## config.mk

```make
export PLATFORM = sky130hd
export DESIGN_NAME = tls_top
export DESIGN_NICKNAME = d
export VERILOG_FILES = /design/src/design/tls_pkg.sv /design/src/design/tls_term_fn.sv /design/src/design/tls_lim_scale.sv /design/src/design/tls_top.sv
export VERILOG_INCLUDE_DIRS = /design/src /design/src/design
export SDC_FILE = /design/constraint.sdc
export NUM_CORES = 1
export LEC_CHECK = 0
export BUFFER_PORTS_ARGS = -buffer_cell sky130_fd_sc_hd__buf_4
export CORE_ASPECT_RATIO = 0.5
export CORE_MARGIN = 2
export CORE_UTILIZATION = 51
export DETAILED_ROUTE_END_ITERATION = 8
export GPL_TIMING_DRIVEN = 0
export PLACE_DENSITY = 0.72
export SETUP_SLACK_MARGIN = 0.02
export SLEW_MARGIN = 20
export SYNTH_ARGS = -nofsm -noshare
export SYNTH_HDL_FRONTEND = slang
export SYNTH_HIERARCHICAL = 1
export SYNTH_SLANG_ARGS = --single-unit
```

## constraint.sdc

```tcl
create_clock -name core_clk -period 7 [get_ports core_clk]
set_input_delay 1.4 -clock core_clk [delete_from_list [all_inputs] [get_ports core_clk]]
set_output_delay 1.4 -clock core_clk [all_outputs]
set_load 0.01 [all_outputs]
```

## src/design/tls_regs.svh

```systemverilog
`ifndef TLS_REGS_SVH
`define TLS_REGS_SVH

// Register byte offsets
`define TLS_OFF_MODE 8'h00
`define TLS_OFF_METHOD 8'h04
`define TLS_OFF_LIM1 8'h08
`define TLS_OFF_LIM2 8'h0c
`define TLS_OFF_LIM3 8'h10
`define TLS_OFF_LIM4 8'h14
`define TLS_OFF_INFN_LO 8'h18
`define TLS_OFF_INFN_HI 8'h1c
`define TLS_OFF_OUTFN_LO 8'h20
`define TLS_OFF_OUTFN_HI 8'h24
`define TLS_OFF_OLR 8'h28
`define TLS_OFF_STATUS 8'h2c
`define TLS_OFF_IRQ_STAT 8'h30
`define TLS_OFF_IRQ_MASK 8'h34

// Reset values
`define TLS_RST_MODE 3'h0
`define TLS_RST_METHOD 3'h3
`define TLS_RST_LIM 8'hc8
`define TLS_RST_OLR_LEVEL 12'h800
`define TLS_RST_OLR_DECEL 9'h01e

// Codes and limits
`define TLS_FN_ENABLE 8'h28
`define TLS_FN_SEL_LSB 8'h29
`define TLS_FN_SEL_MSB 8'h2a
`define TLS_FN_IN_LIMIT 8'h0a
`define TLS_PCT_FULL 8'hc8
`define TLS_METH_SLV 3'h3
`define TLS_METH_SLV0 3'h4
`define TLS_METH_FB 3'h5
`define TLS_OLR_LVL_MIN 12'h200
`define TLS_OLR_LVL_MAX 12'h800
`define TLS_OLR_DEC_MIN 9'h001
`define TLS_OLR_DEC_MAX 9'h12c

// Scaling: analog 10 V = code 4000, current 4094 = 200 % of max
`define TLS_ANA_GAIN 14'h3334
`define TLS_ANA_SHIFT 18
`define TLS_CUR_GAIN 15'h51e6
`define TLS_CUR_SHIFT 10
`define TLS_CUR_MAX 12'hfff

// Interrupt bits
`define TLS_IRQ_LIM_ON 0
`define TLS_IRQ_LIM_OFF 1
`define TLS_IRQ_SRC_BAD 2

`endif

```

## src/design/tls_pkg.sv

```systemverilog
package tls_pkg;

    typedef enum logic [2:0] {
        TLS_MODE_QUAD = 3'b000,
        TLS_MODE_TERM = 3'b001,
        TLS_MODE_ANALOG = 3'b010,
        TLS_MODE_CARD1 = 3'b011,
        TLS_MODE_CARD2 = 3'b100
    } tls_mode_t;

    typedef enum logic [1:0] {
        TLS_BUS_IDLE = 2'b00,
        TLS_BUS_WR = 2'b01,
        TLS_BUS_RD = 2'b10,
        TLS_BUS_RDOUT = 2'b11
    } tls_bus_st_t;

    // Motor loop side: quadrant and torque demand, current
    typedef struct packed {
        logic reverse;
        logic regen;
        logic [8:0] demand_pct;
        logic [11:0] current;
    } tls_motor_t;

    // One expansion card source
    typedef struct packed {
        logic fitted;
        logic [7:0] limit_pct;
    } tls_card_t;

    // Applied limit toward the control loop
    typedef struct packed {
        logic [7:0] limit_pct;
        logic [11:0] cur_limit;
        logic in_limit;
        logic olr_active;
        logic [8:0] olr_decel;
    } tls_limit_t;

    typedef struct packed {
        tls_bus_st_t bus_st;
        logic a_write;
        logic [7:0] a_addr;
        logic [31:0] hrdata;
        logic [2:0] mode;
        logic [2:0] method;
        logic [3:0][7:0] lim;
        logic [7:0][7:0] in_func;
        logic [4:0][7:0] out_func;
        logic olr_en;
        logic [11:0] olr_level;
        logic [8:0] olr_decel;
        logic [2:0] irq_stat;
        logic [2:0] irq_mask;
        logic irq;
        logic lim_active;
        logic src_bad;
        logic [7:0] limit_pct;
        logic [11:0] cur_limit;
        logic in_limit;
        logic olr_active;
        logic [4:0] out_pins;
    } tls_state_t;

endpackage

```

## src/design/tls_term_fn.sv

```systemverilog
`timescale 1ns/1ps
`include "tls_regs.svh"

// Decodes the function assigned to one intelligent input terminal
module tls_term_fn
    import tls_pkg::*;
(
    input wire logic [7:0] func,
    input wire logic pin,
    output logic en_asg,
    output logic en_on,
    output logic lsb_on,
    output logic msb_on
);
    // Function match per terminal
    always_comb begin
        en_asg = (func == `TLS_FN_ENABLE);
        en_on = en_asg & pin;
        lsb_on = (func == `TLS_FN_SEL_LSB) & pin;
        msb_on = (func == `TLS_FN_SEL_MSB) & pin;
    end
endmodule // tls_term_fn

```

## src/design/tls_lim_scale.sv

```systemverilog
`timescale 1ns/1ps
`include "tls_regs.svh"

// Analog code to percent, and percent to current code
module tls_lim_scale
    import tls_pkg::*;
(
    input wire logic [11:0] ana_code,
    input wire logic [7:0] pct,
    output logic [7:0] ana_pct,
    output logic [11:0] cur_code
);
    logic [25:0] ana_prod;
    logic [22:0] cur_prod;
    logic [12:0] cur_full;

    // Linear maps with saturation at full scale
    always_comb begin
        ana_prod = 26'(ana_code) * 26'(`TLS_ANA_GAIN);
        if (ana_prod[25:`TLS_ANA_SHIFT] > `TLS_PCT_FULL) begin
            ana_pct = `TLS_PCT_FULL;
        end else begin
            ana_pct = ana_prod[25:`TLS_ANA_SHIFT];
        end
        cur_prod = 23'(pct) * 23'(`TLS_CUR_GAIN);
        cur_full = cur_prod[22:`TLS_CUR_SHIFT];
        if (cur_full > {1'b0, `TLS_CUR_MAX}) begin
            cur_code = `TLS_CUR_MAX;
        end else begin
            cur_code = cur_full[11:0];
        end
    end
endmodule // tls_lim_scale

```

## src/design/tls_top.sv

```systemverilog
`timescale 1ns/1ps
`include "tls_regs.svh"

// Contract
// - The mode setting picks the source: 0 quadrant, 1 terminals, 2 analog, 3/4 cards.
// - Quadrant mode uses limit one/two/three/four for fwd drive/rev regen/rev drive/fwd regen.
// - Terminal mode decodes msb:lsb 00..11 to limits one..four.
// - The terminal-chosen limit applies the same in every quadrant.
// - Analog mode maps 0 to 10 V onto 0 to 200 percent in every quadrant.
// - With enable assigned, a quadrant or terminal mode limit applies only while enable is on, else 200 percent.
// - 200 percent equals 200 percent of the maximum output current.
// - An output with function 10 is on while limiting is being performed.
// - Any of the eight inputs may take function 40, 41 or 42.
// - Select inputs count only in terminal mode; enable gates quadrant and terminal modes.
// - Limiting happens only with control method 3, 4 or 5.
// - Card modes are valid only with that card fitted and take its value.
// - Overload restriction starts at its set current and uses its set decel rate.
module tls_top
    import tls_pkg::*;
(
    input wire logic core_clk,
    input wire logic nrst,
    input wire logic hsel,
    input wire logic [31:0] haddr,
    input wire logic [1:0] htrans,
    input wire logic hwrite,
    input wire logic [2:0] hsize,
    input wire logic [31:0] hwdata,
    input wire logic hready,
    output logic hreadyout,
    output logic hresp,
    output logic [31:0] hrdata,
    input wire logic [7:0] term_in,
    input wire logic [11:0] analog_limit_in,
    input wire tls_motor_t motor_in,
    input wire tls_card_t card1_in,
    input wire tls_card_t card2_in,
    output tls_limit_t limit_out,
    output logic [4:0] out_term,
    output logic irq_out
);
    tls_state_t s;
    tls_state_t n;
    logic [7:0] t_en_asg;
    logic [7:0] t_en_on;
    logic [7:0] t_lsb;
    logic [7:0] t_msb;
    logic en_asg;
    logic en_on;
    logic [1:0] term_idx;
    logic [1:0] quad_idx;
    logic [7:0] ana_pct;
    logic [11:0] cur_code;
    logic method_ok;
    logic capture;
    logic gate;
    logic active;
    logic bad;
    logic [7:0] raw;
    logic [2:0] ev;
    logic [2:0] w1c;
    logic [31:0] rd;

    // Per-terminal function decode
    genvar gi;
    generate
        for (gi = 0; gi < 8; gi++) begin : g_term
            tls_term_fn u_fn (
                .func(s.in_func[gi]),
                .pin(term_in[gi]),
                .en_asg(t_en_asg[gi]),
                .en_on(t_en_on[gi]),
                .lsb_on(t_lsb[gi]),
                .msb_on(t_msb[gi])
            );
        end
    endgenerate

    tls_lim_scale u_scale (
        .ana_code(analog_limit_in),
        .pct(s.limit_pct),
        .ana_pct(ana_pct),
        .cur_code(cur_code)
    );

    // Saturate a percent value at full scale
    function automatic logic [7:0] sat_pct(input logic [7:0] v);
        sat_pct = (v > `TLS_PCT_FULL) ? `TLS_PCT_FULL : v;
    endfunction

    // Terminal and method decode
    always_comb begin
        en_asg = |t_en_asg;
        en_on = |t_en_on;
        term_idx = {|t_msb, |t_lsb};
        // fwd drive 1, fwd regen 4, rev drive 3, rev regen 2
        quad_idx = motor_in.reverse ? (motor_in.regen ? 2'd1 : 2'd2)
                                    : (motor_in.regen ? 2'd3 : 2'd0);
        method_ok = (s.method == `TLS_METH_SLV) ||
                    (s.method == `TLS_METH_SLV0) ||
                    (s.method == `TLS_METH_FB);
        gate = en_asg ? en_on : 1'b1;
        capture = hsel & hready & htrans[1];
    end

    // Limit source selection
    always_comb begin
        raw = `TLS_PCT_FULL;
        bad = 1'b0;
        active = 1'b0;
        unique case (s.mode)
            TLS_MODE_QUAD: begin
                raw = s.lim[quad_idx];
                active = gate;
            end
            TLS_MODE_TERM: begin
                raw = s.lim[term_idx];
                active = gate;
            end
            TLS_MODE_ANALOG: begin
                raw = ana_pct;
                active = 1'b1;
            end
            TLS_MODE_CARD1: begin
                raw = sat_pct(card1_in.limit_pct);
                active = card1_in.fitted;
                bad = ~card1_in.fitted;
            end
            TLS_MODE_CARD2: begin
                raw = sat_pct(card2_in.limit_pct);
                active = card2_in.fitted;
                bad = ~card2_in.fitted;
            end
            default: begin
                bad = 1'b1;
            end
        endcase
        active = active & method_ok;
    end

    // Register read mux
    always_comb begin
        rd = 32'h0000_0000;
        unique case (s.a_addr)
            `TLS_OFF_MODE: rd[2:0] = s.mode;
            `TLS_OFF_METHOD: rd[2:0] = s.method;
            `TLS_OFF_LIM1: rd[7:0] = s.lim[0];
            `TLS_OFF_LIM2: rd[7:0] = s.lim[1];
            `TLS_OFF_LIM3: rd[7:0] = s.lim[2];
            `TLS_OFF_LIM4: rd[7:0] = s.lim[3];
            `TLS_OFF_INFN_LO: rd = s.in_func[3:0];
            `TLS_OFF_INFN_HI: rd = s.in_func[7:4];
            `TLS_OFF_OUTFN_LO: rd = s.out_func[3:0];
            `TLS_OFF_OUTFN_HI: rd[7:0] = s.out_func[4];
            `TLS_OFF_OLR: rd = {1'b0, s.olr_decel, s.olr_level,
                                9'h000, s.olr_en};
            `TLS_OFF_STATUS: rd = {9'h000, s.src_bad, s.olr_active,
                                   s.in_limit, s.cur_limit, s.limit_pct};
            `TLS_OFF_IRQ_STAT: rd[2:0] = s.irq_stat;
            `TLS_OFF_IRQ_MASK: rd[2:0] = s.irq_mask;
            default: rd = 32'h0000_0000;
        endcase
    end

    // Next state
    always_comb begin
        n = s;
        w1c = 3'h0;
        // Bus phase tracking, one wait state on reads
        if (s.bus_st == TLS_BUS_RD) begin
            n.bus_st = TLS_BUS_RDOUT;
            n.hrdata = rd;
        end else if (capture) begin
            n.bus_st = hwrite ? TLS_BUS_WR : TLS_BUS_RD;
            n.a_write = hwrite;
            n.a_addr = {haddr[7:2], 2'b00};
        end else begin
            n.bus_st = TLS_BUS_IDLE;
        end
        // Write data phase
        if (s.bus_st == TLS_BUS_WR && s.a_write) begin
            unique case (s.a_addr)
                `TLS_OFF_MODE: n.mode = hwdata[2:0];
                `TLS_OFF_METHOD: n.method = hwdata[2:0];
                `TLS_OFF_LIM1: n.lim[0] = sat_pct(hwdata[7:0]);
                `TLS_OFF_LIM2: n.lim[1] = sat_pct(hwdata[7:0]);
                `TLS_OFF_LIM3: n.lim[2] = sat_pct(hwdata[7:0]);
                `TLS_OFF_LIM4: n.lim[3] = sat_pct(hwdata[7:0]);
                `TLS_OFF_INFN_LO: n.in_func[3:0] = hwdata;
                `TLS_OFF_INFN_HI: n.in_func[7:4] = hwdata;
                `TLS_OFF_OUTFN_LO: n.out_func[3:0] = hwdata;
                `TLS_OFF_OUTFN_HI: n.out_func[4] = hwdata[7:0];
                `TLS_OFF_OLR: begin
                    n.olr_en = hwdata[0];
                    n.olr_level = hwdata[21:10];
                    if (hwdata[21:10] < `TLS_OLR_LVL_MIN) begin
                        n.olr_level = `TLS_OLR_LVL_MIN;
                    end
                    if (hwdata[21:10] > `TLS_OLR_LVL_MAX) begin
                        n.olr_level = `TLS_OLR_LVL_MAX;
                    end
                    n.olr_decel = hwdata[30:22];
                    if (hwdata[30:22] < `TLS_OLR_DEC_MIN) begin
                        n.olr_decel = `TLS_OLR_DEC_MIN;
                    end
                    if (hwdata[30:22] > `TLS_OLR_DEC_MAX) begin
                        n.olr_decel = `TLS_OLR_DEC_MAX;
                    end
                end
                `TLS_OFF_IRQ_STAT: w1c = hwdata[2:0];
                `TLS_OFF_IRQ_MASK: n.irq_mask = hwdata[2:0];
                default: n.mode = s.mode;
            endcase
        end
        // Applied limit, recomputed every cycle
        n.lim_active = active;
        n.limit_pct = active ? raw : `TLS_PCT_FULL;
        n.src_bad = bad;
        n.cur_limit = cur_code;
        n.in_limit = s.lim_active &&
                     (motor_in.demand_pct >= {1'b0, s.limit_pct});
        n.olr_active = s.olr_en &&
                       (motor_in.current >= s.olr_level);
        for (int i = 0; i < 5; i++) begin
            n.out_pins[i] = (s.out_func[i] == `TLS_FN_IN_LIMIT) &
                            s.in_limit;
        end
        // Sticky events, set wins over clear
        ev = 3'h0;
        ev[`TLS_IRQ_LIM_ON] = n.in_limit & ~s.in_limit;
        ev[`TLS_IRQ_LIM_OFF] = ~n.in_limit & s.in_limit;
        ev[`TLS_IRQ_SRC_BAD] = bad & ~s.src_bad;
        n.irq_stat = (s.irq_stat & ~w1c) | ev;
        n.irq = |(n.irq_stat & n.irq_mask);
    end

    // State register
    always_ff @(posedge core_clk or negedge nrst) begin
        if (!nrst) begin
            s <= '0;
            s.bus_st <= TLS_BUS_IDLE;
            s.mode <= `TLS_RST_MODE;
            s.method <= `TLS_RST_METHOD;
            s.lim <= {4{`TLS_RST_LIM}};
            s.olr_level <= `TLS_RST_OLR_LEVEL;
            s.olr_decel <= `TLS_RST_OLR_DECEL;
            s.limit_pct <= `TLS_PCT_FULL;
        end else begin
            s <= n;
        end
    end

    // Outputs
    always_comb begin
        hreadyout = (s.bus_st != TLS_BUS_RD);
        hresp = 1'b0;
        hrdata = s.hrdata;
        limit_out.limit_pct = s.limit_pct;
        limit_out.cur_limit = s.cur_limit;
        limit_out.in_limit = s.in_limit;
        limit_out.olr_active = s.olr_active;
        limit_out.olr_decel = s.olr_decel;
        out_term = s.out_pins;
        irq_out = s.irq;
    end
endmodule // tls_top

```

* Yosys cells after proc, flatten, opt, wreduce, memory -nomap -nowiden
Cells that the tools add are included.
** Cells by class
- Multipliers :: 2
- Magnitude comparators :: 13
- Eq/ne operators :: 52
- Mux-type cells :: 31
- Bitwise gates (word level) :: 45
- Reduce and logical (&&, ||, !) cells :: 26
** Operator list (number)
- $eq 8x6->1 const B :: 24
- $pmux 24 s5 :: 1
- $mux 8 :: 7
- $pmux 5 s9 :: 1
- $pmux 3 s14 :: 1
- $eq 8x4->1 const B :: 5
- $pmux 8 s5 :: 1
- $eq 6x4->1 const B :: 6
- $mux 12 :: 3
- $and 1x1->1 :: 35
- $bmux 8 s2 :: 2
- $gt 8x8->1 const B :: 4
- $reduce_or 8->1 :: 4
- $eq 6x3->1 const B :: 4
- $mul 12x12->24 const B :: 1
- $reduce_and 2->1 :: 12
- $mul 8x14->22 const B :: 1
- $mux 9 :: 2
- $gt 13x12->1 const B :: 1
- $eq 6x2->1 const B :: 2
- $ge 12x12->1 :: 1
- $gt 12x12->1 const B :: 1
- $lt 12x10->1 const B :: 1
- $mux 2 :: 6
- other kinds (25) :: 43
** Word-level totals
- Register bits after elaboration :: 241
- Input port bits :: 135
- Word-level logic and storage cells :: 205

* Logic depth before layout (Yosys ltp)
Gate-level depths: netlist of run 1.
- Depth after elaboration :: 8
- Depth in mapped cells :: 22
- Depth with buffers taken out :: 22

* Cells and area by module
Netlist of run 1, hierarchy kept.
** Modules (own cells, without submodules)
- tls_top :: instances 1, cells each 1020, area each 11913.9 um^2, sequential area each 6058.3 um^2
- tls_lim_scale :: instances 1, cells each 542, area each 4814.6 um^2, sequential area each 0.0 um^2
- tls_term_fn :: instances 8, cells each 10, area each 76.3 um^2, sequential area each 0.0 um^2

* Least setup slack after synthesis of run 1
No wires, ideal clock.
- Path type :: input-to-reg
- Start point :: input analog_limit_in[1]
- End point :: register s (netlist bit limit_out[28])
- Arrival :: 6.108 ns
- Data required time :: 6.863 ns
- Setup slack :: 0.755 ns
- Stages :: 21
- Buffers on the path :: 0
- Cells stage by stage :: ha_1 xor2_1 ha_1 fa_1 fa_1 inv_1 fa_1 inv_1 ha_1 a21oi_1 a21oi_1 nor2_1 a211oi_1 o21a_1 or2_2 o311a_1 nor2b_1 a31oi_1 o21ai_0 a221oi_1 nor2_1
** RTL lines
- from (decl) :: line tls_top.sv:34 : input wire logic [11:0] analog_limit_in,
- to (signal assigned) :: line tls_top.sv:249 : s <= n;
- to (decl) :: line tls_top.sv:42 : tls_state_t s;

==> impl_metrics.ini, run 1 <==
[cts]
cts_made_buffers = 24
cts_tree = built
h-tree-depth = 1
holdBufCountCts = 0
clock_sinks = 241
cts-root-buf = clkbuf_16
clkTransAtPathRegs_ns = 0.06
postCtsSetupRepairBufs = 0
insertion_delay_ns = 0.52
cts_resized = 0
cts_buffer_depth = 3

[floorplanning]
coreArea_sq_mm = 0.0333
io_pins = 206
die_w_microns = 265
die_h_microns = 134
fp-row-count = 47
start_util_pct = 52.1
die-area_sq_mm = 0.0356

[synthesis]
synth_fa_ha_area_share_pct = 18.4
synth_top_family_by_area = adder cells
synth_xor_area_share_pct = 0.909
ys_top_cells_by_area = dfrtp_1, ha_1, mux2_1
syn_area_per_cell_sq_um = 10.6
synth_edf_count = 0
ys_seq_area_share_pct = 34.9
netlist.top_cell.by_area = dfrtp_1
ys_types = 85
ys.flop_type = dfrtp_1
synth-warning-count = 6
ys_ff_latch = 241
synth_compound_area_share_pct = 13.5
muxShareOfSynthArea_pct = 11.0
synth_simple_gate_area_share_pct = 12.3
synth.top_cell.area_share_pct = 31.6
syn_area_sq_mm = 0.0173
synthArstFlopShare_pct = 100
syn_inst = 1642
syn_nets = 1997

[flow_run]
max_cap_viol_count = 0

[pwr]
finalPower_w = 0.00829
power_density_mw_per_mm2 = 415
ir_worst_vdd_mv = 0.468
leakage_nw = 9.59

[timing]
clock.fmax_mhz = 155
slew-limit-headroom_pct = 37.4
timing.final.hold_violations = 0
min_period_ns = 6.46
final.period_utilization_pct = 92.3
final-setup-viol-count = 0
worst_pin_slew_ns = 0.924
rsz0062_at_grt = false
setup_tns_ns = 0
skew_ns = 0.0117
drv_slew = 0
layout_setup_ws_ns = 0.540

[detailed_routing]
firstDrtPassIters = 9
drc_errors = 0
wire_per_inst_microns = 20.9
drt_iter0_drc = 1521
routed-via-count = 13500
vias_per_cell = 5.87
ant_nets = 0
met3_length_microns = 3610
wl_met1_microns = 21000
wl_microns = 47900
maxUsedRoutingLayer = met4
wl_met2_microns = 22300

[placement]
portBuffers = 167
hpwl_microns = 37300
gp_congestion = 0.923
pre_cts_slack_ns = 0.0497

[grt]
grt_start_max_net_pins = 101
antenna_found_initial = 1
grt_pass1_vias = 13400
grtUsageTotal_pct = 27.1
grt_pass1_wl_microns = 75300
grt.overflow.total = 0

[layout]
fillers = 2807
layout_common_cells = buf_4, dfrtp_1, inv_1, ha_1, nand2_1
final_common_cell = buf_4
drive_above_1_share_pct = 23.8
multi_input_area_sq_mm = 0.00972
nets = 2192
area_growth_pct = 15.3
ff_latch_area_sq_mm = 0.00606

[setup_path]
crit_fanout = 5
worstPathArrival_ns = 6.83
crit_path_end_kind = register
timing.critical_path.from_type = input pin
worstSetupPathType = input pin to register
required_ns = 7.37

[hold_path]
hp-class = register to register

[status]
status = finished clean
[routing by layer]
layer / GRT usage (%) / vias up
met4: 6.09 / 0
met2: 44.3 / 514
met3: 3.86 / 80
met5: 0 / -
li1: - / 6223
met1: 38.4 / 6660
[stage by stage]
step | instances | utilization (%) | area, sq um | hold WS (ns)
finish | 2294 | 60.1 | 20000 | 0.484
global route | 2294 | 60.1 | 20000 | 0.499
CTS | 2293 | 60.1 | 20000 | 0.473
detailed placement | 2252 | 57.7 | 19200 | 0.464
global placement | 2250 | 57.5 | 19100 | 0.457
floorplan | 1642 | - | 17300 | 0.426
[worst paths after layout]
| check | startpoint | to | slack, ns | depth (start not counted) |
|---|---|---|---|---|
| worst max-delay path | analog_limit_in[1] | limit_out[27] | 0.54 | 22 |
| worst min-delay path | s[89] | out_term[3] | 0.48 | 1 |
| worst max register to register | limit_out[25] | limit_out[22] | 1.88 | 17 |
| worst min register to register | s[89] | out_term[3] | 0.48 | 1 |
| max in group asynchronous | nrst | s[56] | 4.92 | 3 |
| min in group asynchronous | nrst | s[28] | 0.81 | 1 |
[power by group]
group / leakage, nW / internal, W / switching [W]
Clock: 0.390 / 0.000760 / 0.000533
Sequential: 2.87 / 0.00176 / 0.000362
Combinational: 6.33 / 0.00217 / 0.00271
Total: 9.59 / 0.00468 / 0.00361
[critical path, cell delays in order]
cell      delay [ns]
buf_4           0.14
ha_1            0.35
xor2_1          0.17
ha_1            0.30
fa_1            0.53
fa_1            0.57
inv_1           0.07
fa_1            0.53
inv_1           0.04
ha_1            0.35
a21oi_1         0.30
o21bai_1        0.10
a211oi_1        0.41
o31a_1          0.19
a21oi_1         0.13
nor4_4          0.32
and3b_1         0.22
nor2b_1         0.12
a31oi_1         0.19
o21ai_0         0.12
a221oi_1        0.21
nor2_1          0.07
[layout make-up]
cell class / count / share of cell area (%)
clock inverters: 4 / 0.225
clock buffers: 37 / 3.70
flip-flops and latches: 241 / 30.3
plain buffers: 131 / 4.21
well taps: 441 / 2.76
repair buffers: 169 / 6.58
multi-input cells: 1079 / 48.6
diodes: 1 / 0.0125
inverters: 191 / 3.59
[synthesized netlist by cell type, types with 24 or more instances]
library cell  count
nand2_1         119
nand3_1          26
inv_1           191
dfrtp_1         219
ha_1            162
buf_2            28
mux2_1          113
a21oi_1          43
fa_1             58
a222oi_1         25
a22o_1           26
a22oi_1          55
o21ai_1          30
buf_4            74
nor3_1           24
o21ai_0          30
nor2_1           52
[logic make-up after synthesis]
family,after synthesis
and+or+nand+nor,368
buffers and inverters,322
AOI/OAI and AO/OA,319
DFF,241
adders and majority gates,220
muxes,153
xor gates and xnor gates,18
other,1
[flip-flops by register name, indices dropped and copies added (netlist names)]
register   count
s            172
hrdata        32
limit_out     31
out_term       5
irq_out        1
Note: power is estimated with default switching activity, not from simulation.
==> inputs of run 2 (changes only) <==
--- a/config.mk
+++ b/config.mk
@@ -13,6 +13,7 @@
 export DETAILED_ROUTE_END_ITERATION = 8
 export GPL_TIMING_DRIVEN = 0
 export PLACE_DENSITY = 0.72
+export RECOVER_POWER = 50
 export SETUP_SLACK_MARGIN = 0.02
 export SLEW_MARGIN = 20
 export SYNTH_ARGS = -nofsm -noshare
==> impl_metrics.ini, run 2 (synthesized netlist as in run 1, its figures left out) <==
[floorplanning]
fp-row-count = 47
die_w_microns = 265
coreArea_sq_mm = 0.0333
start_util_pct = 52.1
die-area_sq_mm = 0.0356
io_pins = 206
die_h_microns = 134

[timing]
final.period_utilization_pct = 92.4
setup_tns_ns = 0
holdWs_ns = 0.479
timing.final.hold_violations = 0
worst_pin_slew_ns = 3.34
slew-limit-headroom_pct = -123
min_period_ns = 6.47
clock.fmax_mhz = 155
final-setup-viol-count = 0
drv_slew = 145
rsz0062_at_grt = false
skew_ns = 0.0114

[cts]
cts_made_buffers = 24
cts-root-buf = clkbuf_16
clock_sinks = 241
clkTransAtPathRegs_ns = 0.06
cts_buffer_depth = 3
holdBufCountCts = 0
cts_tree = built
cts_resized = 0
postCtsSetupRepairBufs = 0
h-tree-depth = 1
insertion_delay_ns = 0.52

[grt]
grt_pass1_wl_microns = 75300
grt_start_max_net_pins = 101
grt.overflow.total = 0
grt_pass1_vias = 13400
grtUsageTotal_pct = 27.1
antenna_found_initial = 1

[detailed_routing]
drt_iter0_drc = 1470
vias_per_cell = 5.87
routed-via-count = 13500
firstDrtPassIters = 8
wl_microns = 47900
ant_nets = 0
drc_errors = 0
wire_per_inst_microns = 20.9

[layout]
layout_common_cells = buf_4, dfrtp_1, inv_1, ha_1, nand2_1
top_register = s
nets = 2192
final_common_cell = buf_4
area_growth_pct = 14.9
drive_above_1_share_pct = 23.3
final_cell_area_sq_mm = 0.0199
largest_register_ffs = 172

[placement]
placed_cell_area_sq_mm = 0.0192
gp_congestion = 0.923
portBuffers = 167
hpwl_microns = 37300

[setup_path]
slowest_delay_ns = 0.57
crit_fanout = 5
cp_slowest_cell = fa_1
timing.critical_path.from_type = input pin
required_ns = 7.37
path_cells = buf_4 -> ha_1 -> xor2_1 -> ha_1 -> fa_1 -> fa_1 -> inv_1 -> fa_1 -> inv_1 -> ha_1 -> a21oi_1 -> o21bai_1 -> a211oi_1 -> o31a_1 -> a21oi_1 -> nor4_4 -> and3b_1 -> nor2b_1 -> a31oi_1 -> o21ai_0 -> a221oi_1 -> nor2_1
worstSetupPathType = input pin to register
crit_path_end_kind = register
critPathBufInv = 3
path_delay_family = adder cells
worstPathArrival_ns = 6.84

[hold_path]
hp-class = register to register

[pwr]
power_density_mw_per_mm2 = 416
leakage_nw = 9.56
ir_worst_vdd_mv = 0.468
pwr-share-comb_pct = 58.8
sequentialPowerShare_pct = 25.6
switchingPower_w = 0.00361
p_int_w = 0.00468
p_sw_share_pct = 43.5
pwr-share-clk_pct = 15.6

[status]
failed_checks = capacitance limit, slew limit
status = complete, but fails checks

[flow_run]
max_cap_viol_count = 2
==> run 2: cell type report <==
| type | instances | area [sq um] |
|---|---|---|
| fillers | 2823 | 13400 |
| inverters | 191 | 717 |
| flip-flops and latches | 241 | 6060 |
| clock inverters | 4 | 45.0 |
| plain buffers | 131 | 838 |
| clock buffers | 37 | 741 |
| repair buffers | 169 | 1270 |
| multi-input cells | 1079 | 9700 |
| diodes | 1 | 2.50 |
| well taps | 441 | 552 |
==> run 2: worst paths after layout <==
check / startpoint / endpoint / slack (ns) / cells after the start
min: hrdata[3] / hrdata[3] / 0.48 / 2
min in group asynchronous: nrst / s[28] / 2.00 / 1
max reg2reg: limit_out[25] / limit_out[22] / 1.88 / 17
max: analog_limit_in[1] / limit_out[27] / 0.53 / 22
max in group asynchronous: nrst / s[47] / 1.15 / 3
min reg2reg: hrdata[3] / hrdata[3] / 0.48 / 2
==> run 2: metrics by stage <==
step | total power, W | setup slack (ns) | cells | utilization [%]
global placement | 0.00684 | 0.0944 | 2250 | 57.5
CTS | 0.00827 | 0.570 | 2293 | 60.1
global route | 0.00899 | 0.173 | 2294 | 59.8
floorplan | 0.00560 | 0.755 | 1642 | -
finish | 0.00829 | 0.529 | 2294 | 59.8
detailed placement | 0.00694 | 0.0497 | 2252 | 57.7
==> run 2: worst register-to-register path: cells and delay by family (launching register included) <==
| kind | cells | cell delay (ns) |
|---|---|---|
| compound gates | 5 | 1.36 |
| fa+ha+maj | 5 | 2.20 |
| buf+inv | 5 | 0.49 |
| flops | 1 | 0.71 |
| simple gates | 2 | 0.23 |
==> run 2: power groups by stage <==
stage	Sequential [W]	Clock (W)	Combinational, W
after floorplan	0.00197	0	0.00363
after global placement	0.00212	0	0.00472
after global routing	0.00215	0.00136	0.00548
final	0.00212	0.00130	0.00487
after CTS	0.00211	0.00130	0.00486
after detailed placement	0.00214	0	0.00480
==> run 2: routing by layer <==
metal  up-vias  routed length, microns  global-route usage [%]
li1       6225                       -                       -
met4         0                     992                    6.09
met5         -                       0                       0
met1      6680                   21200                    38.4
met2       503                   22300                    44.3
met3        69                    3440                    3.86
